$ cat config.mk
export PLATFORM = sky130hd
export DESIGN_NAME = sar_adc_register_interface
export DESIGN_NICKNAME = d
export VERILOG_FILES = /design/src/pkg/adc_regs_pkg.sv /design/src/rtl/sar_adc_register_interface.sv
export SDC_FILE = /design/constraint.sdc
export NUM_CORES = 1
export LEC_CHECK = 0
export BUFFER_PORTS_ARGS = -buffer_cell sky130_fd_sc_hd__buf_4
export CORE_MARGIN = 2
export CORE_UTILIZATION = 47
export CTS_BUF_LIST = sky130_fd_sc_hd__clkbuf_4
export DETAILED_ROUTE_END_ITERATION = 6
export PLACE_DENSITY_LB_ADDON = 0.15
export SLEW_MARGIN = 20
export SYNTH_ARGS = -nofsm -noshare
export SYNTH_HDL_FRONTEND = slang
export SYNTH_SLANG_ARGS = --single-unit
export TNS_END_PERCENT = 100
$ cat constraint.sdc
create_clock -name ref_clk -period 2.2 [get_ports ref_clk]
set_clock_uncertainty 0.15 [all_clocks]
set_input_delay 0.44 -clock ref_clk [delete_from_list [all_inputs] [get_ports ref_clk]]
set_output_delay 0.44 -clock ref_clk [all_outputs]
set_load 0.01 [all_outputs]
$ cat src/pkg/adc_regs_pkg.sv
package adc_regs_pkg;
    // register byte addresses
    localparam logic [15:0] ADDR_RES0_LO = 16'hF2D0;
    localparam logic [15:0] ADDR_RES0_HI = 16'hF2D1;
    localparam logic [15:0] ADDR_RES1_LO = 16'hF2D2;
    localparam logic [15:0] ADDR_RES1_HI = 16'hF2D3;
    localparam logic [15:0] ADDR_CTL_A = 16'hF2F0;
    localparam logic [15:0] ADDR_CTL_B = 16'hF2F1;
    localparam logic [15:0] ADDR_CH_SEL = 16'hF2F2;
    localparam logic [15:0] ADDR_AMP_OFFS = 16'hF2F4;
    localparam logic [15:0] ADDR_AMP_GAIN = 16'hF2F5;
    localparam logic [15:0] ADDR_AMP_CTL = 16'hF2F6;
    // interrupt registers
    localparam logic [15:0] ADDR_IRQ_STAT = 16'hF2F8;
    localparam logic [15:0] ADDR_IRQ_EN = 16'hF2F9;
    localparam logic [15:0] ADDR_IRQ_CLR = 16'hF2FA;
    // values after reset
    localparam logic [7:0] RST_CTL_A = 8'h02;
    localparam logic [7:0] RST_CTL_B = 8'h00;
    localparam logic [7:0] RST_CH_SEL = 8'h00;
    localparam logic [7:0] RST_AMP_OFFS = 8'h03;
    localparam logic [7:0] RST_AMP_GAIN = 8'h00;
    localparam logic [7:0] RST_AMP_CTL = 8'h00;
    // field positions
    localparam int LOOP_BIT = 0;
    localparam int CLK_RANGE_BIT = 1;
    localparam int RUN_BIT = 0;
    localparam int SEL_CH0_BIT = 0;
    localparam int SEL_CH1_BIT = 1;
    localparam int AMP_SHORT_BIT = 2;
    // interrupt status bits
    localparam int EV_CH0 = 0;
    localparam int EV_CH1 = 1;
    localparam int EV_STOP = 2;
    localparam int EV_W = 3;
    // result width
    localparam int RES_W = 12;
    // sequencer states
    typedef enum logic {
        ST_IDLE = 1'b0,
        ST_BUSY = 1'b1
    } seq_state_t;
endpackage : adc_regs_pkg

$ cat src/rtl/sar_adc_register_interface.sv
// Decided for this implementation: the plain strobed port.
`timescale 1ns/100ps
module sar_adc_register_interface (
    // clock and reset
    input wire logic ref_clk,
    input wire logic srst,
    // register port
    input wire logic [15:0] bus_addr,
    input wire logic [7:0] bus_wdata,
    input wire logic bus_wr,
    input wire logic bus_rd,
    input wire logic bus_word,
    output logic [15:0] bus_rdata,
    // converter core
    output logic conv_start,
    output logic conv_chan,
    output logic conv_clk_range,
    input wire logic conv_done,
    input wire logic [adc_regs_pkg::RES_W-1:0] conv_data,
    // amplifier settings
    output logic [4:0] amp_offset,
    output logic [3:0] amp_gain,
    output logic [1:0] amp_mode,
    output logic amp_short,
    // events
    output logic conv_end,
    output logic irq
);
    import adc_regs_pkg::*;

    // whole state of the block
    typedef struct packed {
        seq_state_t st;              // sequencer state
        logic chan;                  // channel in conversion
        logic [7:0] ctl_a;           // loop and clock range
        logic [7:0] ctl_b;           // run control
        logic [7:0] ch_sel;          // channel select
        logic [7:0] offs;            // second stage offset
        logic [7:0] gain;            // second stage gain
        logic [7:0] ampc;            // amplifier input control
        logic [RES_W-1:0] res0;      // channel 0 result
        logic [RES_W-1:0] res1;      // channel 1 result
        logic [EV_W-1:0] stat;       // sticky events
        logic [EV_W-1:0] ien;        // event enables
        logic [15:0] rdata;          // read data
        logic start;                 // core start pulse
        logic cend;                  // conversion end pulse
    } adc_state_t;

    adc_state_t st_r;   // registered state
    adc_state_t st_nxt; // next state

    // shorthand views of control bits
    logic run;
    logic loop;
    logic sel0;
    logic sel1;
    logic last;
    logic done_ok;
    assign run = st_r.ctl_b[RUN_BIT];
    assign loop = st_r.ctl_a[LOOP_BIT];
    assign sel0 = st_r.ch_sel[SEL_CH0_BIT];
    assign sel1 = st_r.ch_sel[SEL_CH1_BIT];
    // no higher channel left in this pass
    assign last = st_r.chan | ~sel1;
    // completion accepted only while converting
    assign done_ok = (st_r.st == ST_BUSY) & run & conv_done;

    // byte view of one register address
    // a word read calls this twice on the same snapshot
    function automatic logic [7:0] rd_byte(input adc_state_t s, input logic [15:0] a);
        logic [7:0] v;
        v = 8'h00;
        unique case (a)
            ADDR_RES0_LO: v = {s.res0[3:0], 4'h0};
            ADDR_RES0_HI: v = s.res0[11:4];
            ADDR_RES1_LO: v = {s.res1[3:0], 4'h0};
            ADDR_RES1_HI: v = s.res1[11:4];
            ADDR_CTL_A: v = s.ctl_a;
            ADDR_CTL_B: v = s.ctl_b;
            ADDR_CH_SEL: v = s.ch_sel;
            ADDR_AMP_OFFS: v = s.offs;
            ADDR_AMP_GAIN: v = s.gain;
            ADDR_AMP_CTL: v = s.ampc;
            ADDR_IRQ_STAT: v = {5'h00, s.stat};
            ADDR_IRQ_EN: v = {5'h00, s.ien};
            default: v = 8'h00;   // unmapped reads zero
        endcase
        return v;
    endfunction : rd_byte

    // next-state logic
    always_comb begin
        logic [EV_W-1:0] ev;
        logic [EV_W-1:0] clr;
        ev = '0;
        clr = '0;
        st_nxt = st_r;
        st_nxt.start = 1'b0;
        st_nxt.cend = 1'b0;
        // sequencer
        unique case (st_r.st)
            ST_IDLE: begin
                // start lowest selected channel; none selected just waits
                if (run && (sel0 || sel1)) begin
                    st_nxt.st = ST_BUSY;
                    st_nxt.chan = ~sel0;
                    st_nxt.start = 1'b1;
                end
            end
            ST_BUSY: begin
                if (!run) begin
                    // software stop abandons the pass
                    st_nxt.st = ST_IDLE;
                end else if (conv_done) begin
                    // store result only on completion
                    if (st_r.chan) begin
                        st_nxt.res1 = conv_data;
                        ev[EV_CH1] = 1'b1;
                    end else begin
                        st_nxt.res0 = conv_data;
                        ev[EV_CH0] = 1'b1;
                    end
                    st_nxt.cend = 1'b1;
                    if (!last) begin
                        // channel 1 follows channel 0
                        st_nxt.chan = 1'b1;
                        st_nxt.start = 1'b1;
                    end else if (loop) begin
                        // new pass from first channel
                        st_nxt.chan = ~sel0;
                        st_nxt.start = sel0 | sel1;
                        st_nxt.st = (sel0 | sel1) ? ST_BUSY : ST_IDLE;
                    end else begin
                        // single pass done: drop run
                        st_nxt.ctl_b[RUN_BIT] = 1'b0;
                        st_nxt.st = ST_IDLE;
                        ev[EV_STOP] = 1'b1;
                    end
                end
            end
        endcase
        // register writes; a write to run wins over auto clear
        // result and status addresses fall to the default and are dropped
        if (bus_wr) begin
            unique case (bus_addr)
                ADDR_CTL_A: st_nxt.ctl_a = bus_wdata;
                ADDR_CTL_B: st_nxt.ctl_b = bus_wdata;
                ADDR_CH_SEL: st_nxt.ch_sel = bus_wdata;
                ADDR_AMP_OFFS: st_nxt.offs = bus_wdata;
                ADDR_AMP_GAIN: st_nxt.gain = bus_wdata;
                ADDR_AMP_CTL: st_nxt.ampc = bus_wdata;
                ADDR_IRQ_EN: st_nxt.ien = bus_wdata[EV_W-1:0];
                ADDR_IRQ_CLR: clr = bus_wdata[EV_W-1:0];
                default: ;   // read-only or unmapped: ignored
            endcase
        end
        // sticky events, set beats clear
        st_nxt.stat = (st_r.stat & ~clr) | ev;
        // read data valid one cycle after strobe only
        st_nxt.rdata = 16'h0000;
        if (bus_rd) begin
            st_nxt.rdata[7:0] = rd_byte(st_r, bus_addr);
            // upper byte from same snapshot
            if (bus_word) begin
                st_nxt.rdata[15:8] = rd_byte(st_r, bus_addr + 16'h0001);
            end
        end
    end

    // state register
    always_ff @(posedge ref_clk) begin
        if (srst) begin
            st_r <= '0;
            st_r.st <= ST_IDLE;
            st_r.ctl_a <= RST_CTL_A;
            st_r.ctl_b <= RST_CTL_B;
            st_r.ch_sel <= RST_CH_SEL;
            st_r.offs <= RST_AMP_OFFS;
            st_r.gain <= RST_AMP_GAIN;
            st_r.ampc <= RST_AMP_CTL;
        end else begin
            st_r <= st_nxt;
        end
    end

    // outputs from flops
    assign bus_rdata = st_r.rdata;
    assign conv_start = st_r.start;
    assign conv_chan = st_r.chan;
    assign conv_clk_range = st_r.ctl_a[CLK_RANGE_BIT];
    assign amp_offset = st_r.offs[4:0];
    assign amp_gain = st_r.gain[3:0];
    assign amp_mode = st_r.ampc[1:0];
    assign amp_short = st_r.ampc[AMP_SHORT_BIT];
    assign conv_end = st_r.cend;
    // level interrupt from enabled sticky bits
    assign irq = |(st_r.stat & st_r.ien);
endmodule : sar_adc_register_interface

==> After elaboration in Yosys (flattened, before gate mapping) <==
Cells that the tools add are included.
{ "classes": {"addsub": 1, "eq_ne": 29, "muxes": 38, "n_bitwise": 13, "reduce_logical": 16} }
{ "ops": {"columns": ["op", "n"], "rows": [
  ["16-bit == test (second input constant)", 25],
  ["8-bit one-hot mux with 12 select lines", 2],
  ["33-bit 2-to-1 mux", 1],
  ["8-bit 2-to-1 mux", 4],
  ["1-bit 2-to-1 mux", 20],
  ["16-bit by 1-bit adder with 16-bit output (second input constant)", 1],
  ["3-bit 2-to-1 mux", 5],
  ["2-bit AND reduction", 7],
  ["4-bit AND reduction", 3],
  ["3-bit OR reduction", 3],
  ["2-bit 2-to-1 mux", 4],
  ["1-bit NOT", 7],
  ["3-bit AND", 2],
  ["2-bit != test (second input constant)", 3],
  ["2-bit one-hot mux with 2 select lines", 1],
  ["3-bit != test (second input constant)", 1],
  ["3-bit NOT", 1],
  ["3-bit OR", 1],
  ["1-bit OR", 2],
  ["1-bit one-hot mux with 2 select lines", 1],
  ["2-bit OR reduction", 1],
  ["1-bit logical AND", 1],
  ["1-bit logical OR", 1]
]} }
{ "word_totals": {"reg_bits": 98, "inputBits": 42, "out_inout_bits": 33, "elab_cells": 114} }

==> Depth between registers and ports, before layout <==
{ "depth": {"ltp_word": 8, "ltp_mapped": 8, "depth_no_buf": 5} }

==> Least setup slack after synthesis <==
Ideal clock, no wire load.
{ "synth_timing": {"path_kind": "in2reg", "from": "input bus_addr[2]", "to": "register st_r[81] in the netlist's numbering", "setup_time_ns": 0.128, "arrival_ns": 1.973, "required_ns": 1.922, "path_slack_ns": -0.050, "path_stages": 5, "n_path_buf": 1, "path_cell_list": "buf_6 > or4b_4 > nor4_4 > mux2i_1 > nor2_1"} }
{ "synth_between": {"elab_chain_cells": 2} }
{ "synth_rtl": {"columns": ["element", "line_no", "rtl"], "rows": [
  ["start: declaration", "sar_adc_register_interface.sv:8", "input wire logic [15:0] bus_addr,"],
  ["16-bit == test", "sar_adc_register_interface.sv:146", "unique case (bus_addr)"],
  ["2-bit AND reduction (no source line)", null, null],
  ["end signal: assignment", "sar_adc_register_interface.sv:183", "st_r <= st_nxt;"],
  ["end: declaration", "sar_adc_register_interface.sv:50", "adc_state_t st_r;"]
]} }
Every way passes these cells.
A chain may end at the register's enable or synchronous reset.

==> Worst setup path after layout <==
{ "layout_timing": {"from": "input bus_addr[8]", "to": "register st_r (netlist bit bus_rdata[0])"} }
{ "layout_between": {"elab_chain_cells": 2, "elab_cells_between_ends": 13, "cone_classes": "eq/ne: 12; mux: 1"} }
{ "layout_rtl": {"columns": ["element", "line_no", "rtl"], "rows": [
  ["16-bit == test", "sar_adc_register_interface.sv:74", "unique case (a)"],
  ["8-bit one-hot mux with 12 select lines *", "sar_adc_register_interface.sv:74", null]
]} }
Mark *: on every way between the ends. The rest lies on a longest branch, timed or not.

==> metrics.csv <==
stage,metric,value,unit
power_and_ir_drop,switching pwr,0.000829,W
routing,post-route ant nets,0,
routing,Pre-Repair DR Iteration Count,7,
synthesis,largest family of logic cells by synthesized area,simple AND/OR/NAND/NOR gates,
cts,clock buffer count from CTS,9,
synthesis,Synth warnings,0,
synthesis,Unique masters post-synth,63,
synthesis,"top cells by count, synth","107 x nand2_1, 98 x dfxtp_1, 57 x mux2i_1",
cts,CTS root buffer,clkbuf_4,
power_and_ir_drop,Clock power frac,0.299,
synthesis,most frequent cell after synthesis,nand2_1,
die,num rows,38,
timing,final worst slack,0.00443,ns
routing,DR WL/cell,21.6,um
global_routing,initial antenna violation count,1,
setup_path,Crit Path Category,in2reg,
synthesis,Main synth FF type,dfxtp_1,
power_and_ir_drop,Reg power frac,0.590,
synthesis,Seq cells post-synth,98,
synthesis,syn nets,684,
global_routing,first-pass GRT wire length,30200,um
cts,clock slew at reported path FFs,0.16,ns
place,DP HPWL,14400,um
timing,final setup fails,0,
routing,via density per instance,6.19,
timing,achievable clock frequency,455,MHz
routing,WL final,19200,um
synthesis,Mean Syn Cell Area,8.32,um2
die,effective utilization at floorplan,0.487,
routing,Residual DRC,0,
hold_path,Hold WC Path Type,in2reg,
outcome,status,"finished, final reports clean",
timing,RSZ-0062 raised after global routing,no,
place,PortBufs,74,
cts,"Setup Fix Bufs, Post-CTS",0,
synthesis,simple-gate share of the synthesized area,0.242,
setup_path,CP Launch Type,input pin,
synthesis,xor/xnor share of the synthesized area,0.00328,
cts,post_cts resized,0,
cells_and_area,share of layout cells above drive strength 1,0.259,
cts,clock sink total,98,
die,die height,111,um
synthesis,post-synthesis compound-gate area fraction,0.194,
cts,Clock Tree Buf Depth,2,
timing,fin crit period,2.20,ns
global_routing,GRT Total Usage,0.316,
routing,drt first-iter violations,573,
place,RD Place Congestion,0.968,
setup_path,CP endpoint kind,register,
cts,cts hold-fix bufs,0,
global_routing,gr ovfl total,0,
synthesis,adder-cell area share of the yosys netlist,0,
cts,"Clk Latency, worst-skew pair",0.49,ns
synthesis,Post-Synthesis Cell Area,5340,um2
synthesis,dominant cells by area after synthesis,"dfxtp_1 37%, mux2i_1 11%, nand2_1 7.5%",
die,core footprint,11000,um2
global_routing,vias in the first global route,5323,
setup_path,Worst EP required,2.40,ns
power_and_ir_drop,switching share of power,0.275,
die,Die Span X,111,um
synthesis,Post-synth EDFFs,0,
power_and_ir_drop,Peak VDD IR,421,uV
global_routing,largest net degree at the start of global routing,84,
setup_path,worst-path fanout max,4,
synthesis,mux share of post-synthesis cell area,0.117,
cts,CTS tree,built,
timing,Slew Limit Fails,0,
power_and_ir_drop,combinational fraction of design power,0.111,
timing,Final Cycle Share,0.998,
place,dpl ws,-0.375,ns
power_and_ir_drop,Leakage,2.52,nW
power_and_ir_drop,PwrDens,464,nW/um2
cells_and_area,"Net count, final",785,
setup_path,crit path DAT,2.39,ns
synthesis,Syn Inst Count,642,
synthesis,Synth area leader,dfxtp_1,
cts,htree depth,3,
synthesis,top cell type's share of synthesized area,0.367,
power_and_ir_drop,PnR Total Power,0.00301,W
die,DIE AREA,12200,um2
power_and_ir_drop,Pint,0.00218,W
synthesis,post-synthesis async set-or-reset flop share,0,
timing,relative slew slack,0.610,
routing,via count,5506,
timing,Fin. Hold Viols,0,
die,IO Count,75,
cells_and_area,synth-to-layout area growth,21.5,%
synthesis,sequential fraction of the synthesis area,0.367,
timing,Slew @ Worst Pin,0.583,ns
run,Max Cap Viol,0,
-- worst max-delay path, cell delays in order --
cell	delay (ns)
buf_4	0.11
or3b_4	0.43
nor4_4	0.41
nand2_1	0.22
or3_1	0.41
a31oi_1	0.36
-- flip-flops by register name (all words and copies together), names as in the netlist --
register / count
amp_gain: 4
sel0: 1
sel1: 1
amp_mode: 2
amp_short: 1
loop: 1
conv_clk_range: 1
bus_rdata: 16
st_r: 62
conv_start: 1
conv_end: 1
run: 1
amp_offset: 5
conv_chan: 1
-- worst paths after layout --
path / from / to / slack, ns / cells past startpoint
worst max-delay path: bus_addr[8] / bus_rdata[0]$_SDFF_PP0_ / 0.004 / 6
worst min-delay path: conv_data[11] / st_r[47]$_SDFFE_PP0P_ / 0.03 / 3
worst max register to register: st_r[97]$_SDFF_PP0_ / st_r[28]$_SDFFE_PP0P_ / 0.37 / 5
worst min register to register: st_r[28]$_SDFFE_PP0P_ / st_r[28]$_SDFFE_PP0P_ / 0.34 / 2
-- power by group through the flow --
stage / Sequential, W / Combinational, W / Clock, W
after floorplan: 0.00181 / 0.000148 / 0
after global placement: 0.00181 / 0.000326 / 0
after detailed placement: 0.00181 / 0.000328 / 0
after CTS: 0.00178 / 0.000329 / 0.000911
after global routing: 0.00178 / 0.000355 / 0.000989
final: 0.00178 / 0.000334 / 0.000899
-- final cells by class --
type	instances	area, um2
Timing Repair Buffer	160	1240
Tap cell	140	175
Sequential cell	98	1960
Multi-Input combinational cell	469	2970
Clock buffer	11	82.6
Antenna cell	1	2.50
Inverter	5	18.8
Clock inverter	5	38.8
Fill cell	1038	4490
-- stage by stage --
| stage | util | area [um2] | hold WS, ns | TNS [ns] | cells |
|---|---|---|---|---|---|
| after floorplan | - | 5340 | 0.292 | 0 | 642 |
| after global placement | 0.580 | 6370 | 0.308 | -7.43 | 872 |
| after detailed placement | 0.580 | 6370 | 0.316 | -8.02 | 872 |
| after CTS | 0.591 | 6490 | 0.0222 | 0 | 888 |
| after global routing | 0.591 | 6490 | 0.00283 | 0 | 888 |
| final | 0.591 | 6490 | 0.0289 | 0 | 889 |
-- logic make-up after synthesis --
family,after synthesis
AOI/OAI and AO/OA,152
xor gates and xnor gates,2
buffers and inverters,75
DFF,98
muxes,62
and+or+nand+nor,253
-- per-layer routing --
layer,part of all wire,global-route usage,up-vias,routed length (um)
met4,0.037,0.125,0,714
met1,0.45,0.447,2657,8580
li1,-,-,2529,-
met5,0,0,-,0
met3,0.091,0.0779,53,1750
met2,0.42,0.459,267,8150
-- placed cells by master (no fill, tap or decap), types with 6 or more instances in the layout --
cell type	instances
a221oi_1	7
nor2b_1	7
a22oi_1	10
buf_4	157
a32oi_1	14
nand2b_1	6
dfxtp_1	98
nand2_1	107
mux2i_1	57
nor3_1	7
clkbuf_4	11
a31oi_1	7
nand4_1	6
nand3_1	22
nor2_1	52
and3_1	10
a211oi_1	8
a21oi_1	50
o21ai_0	20
Note: power is estimated with default switching activity, not from simulation.
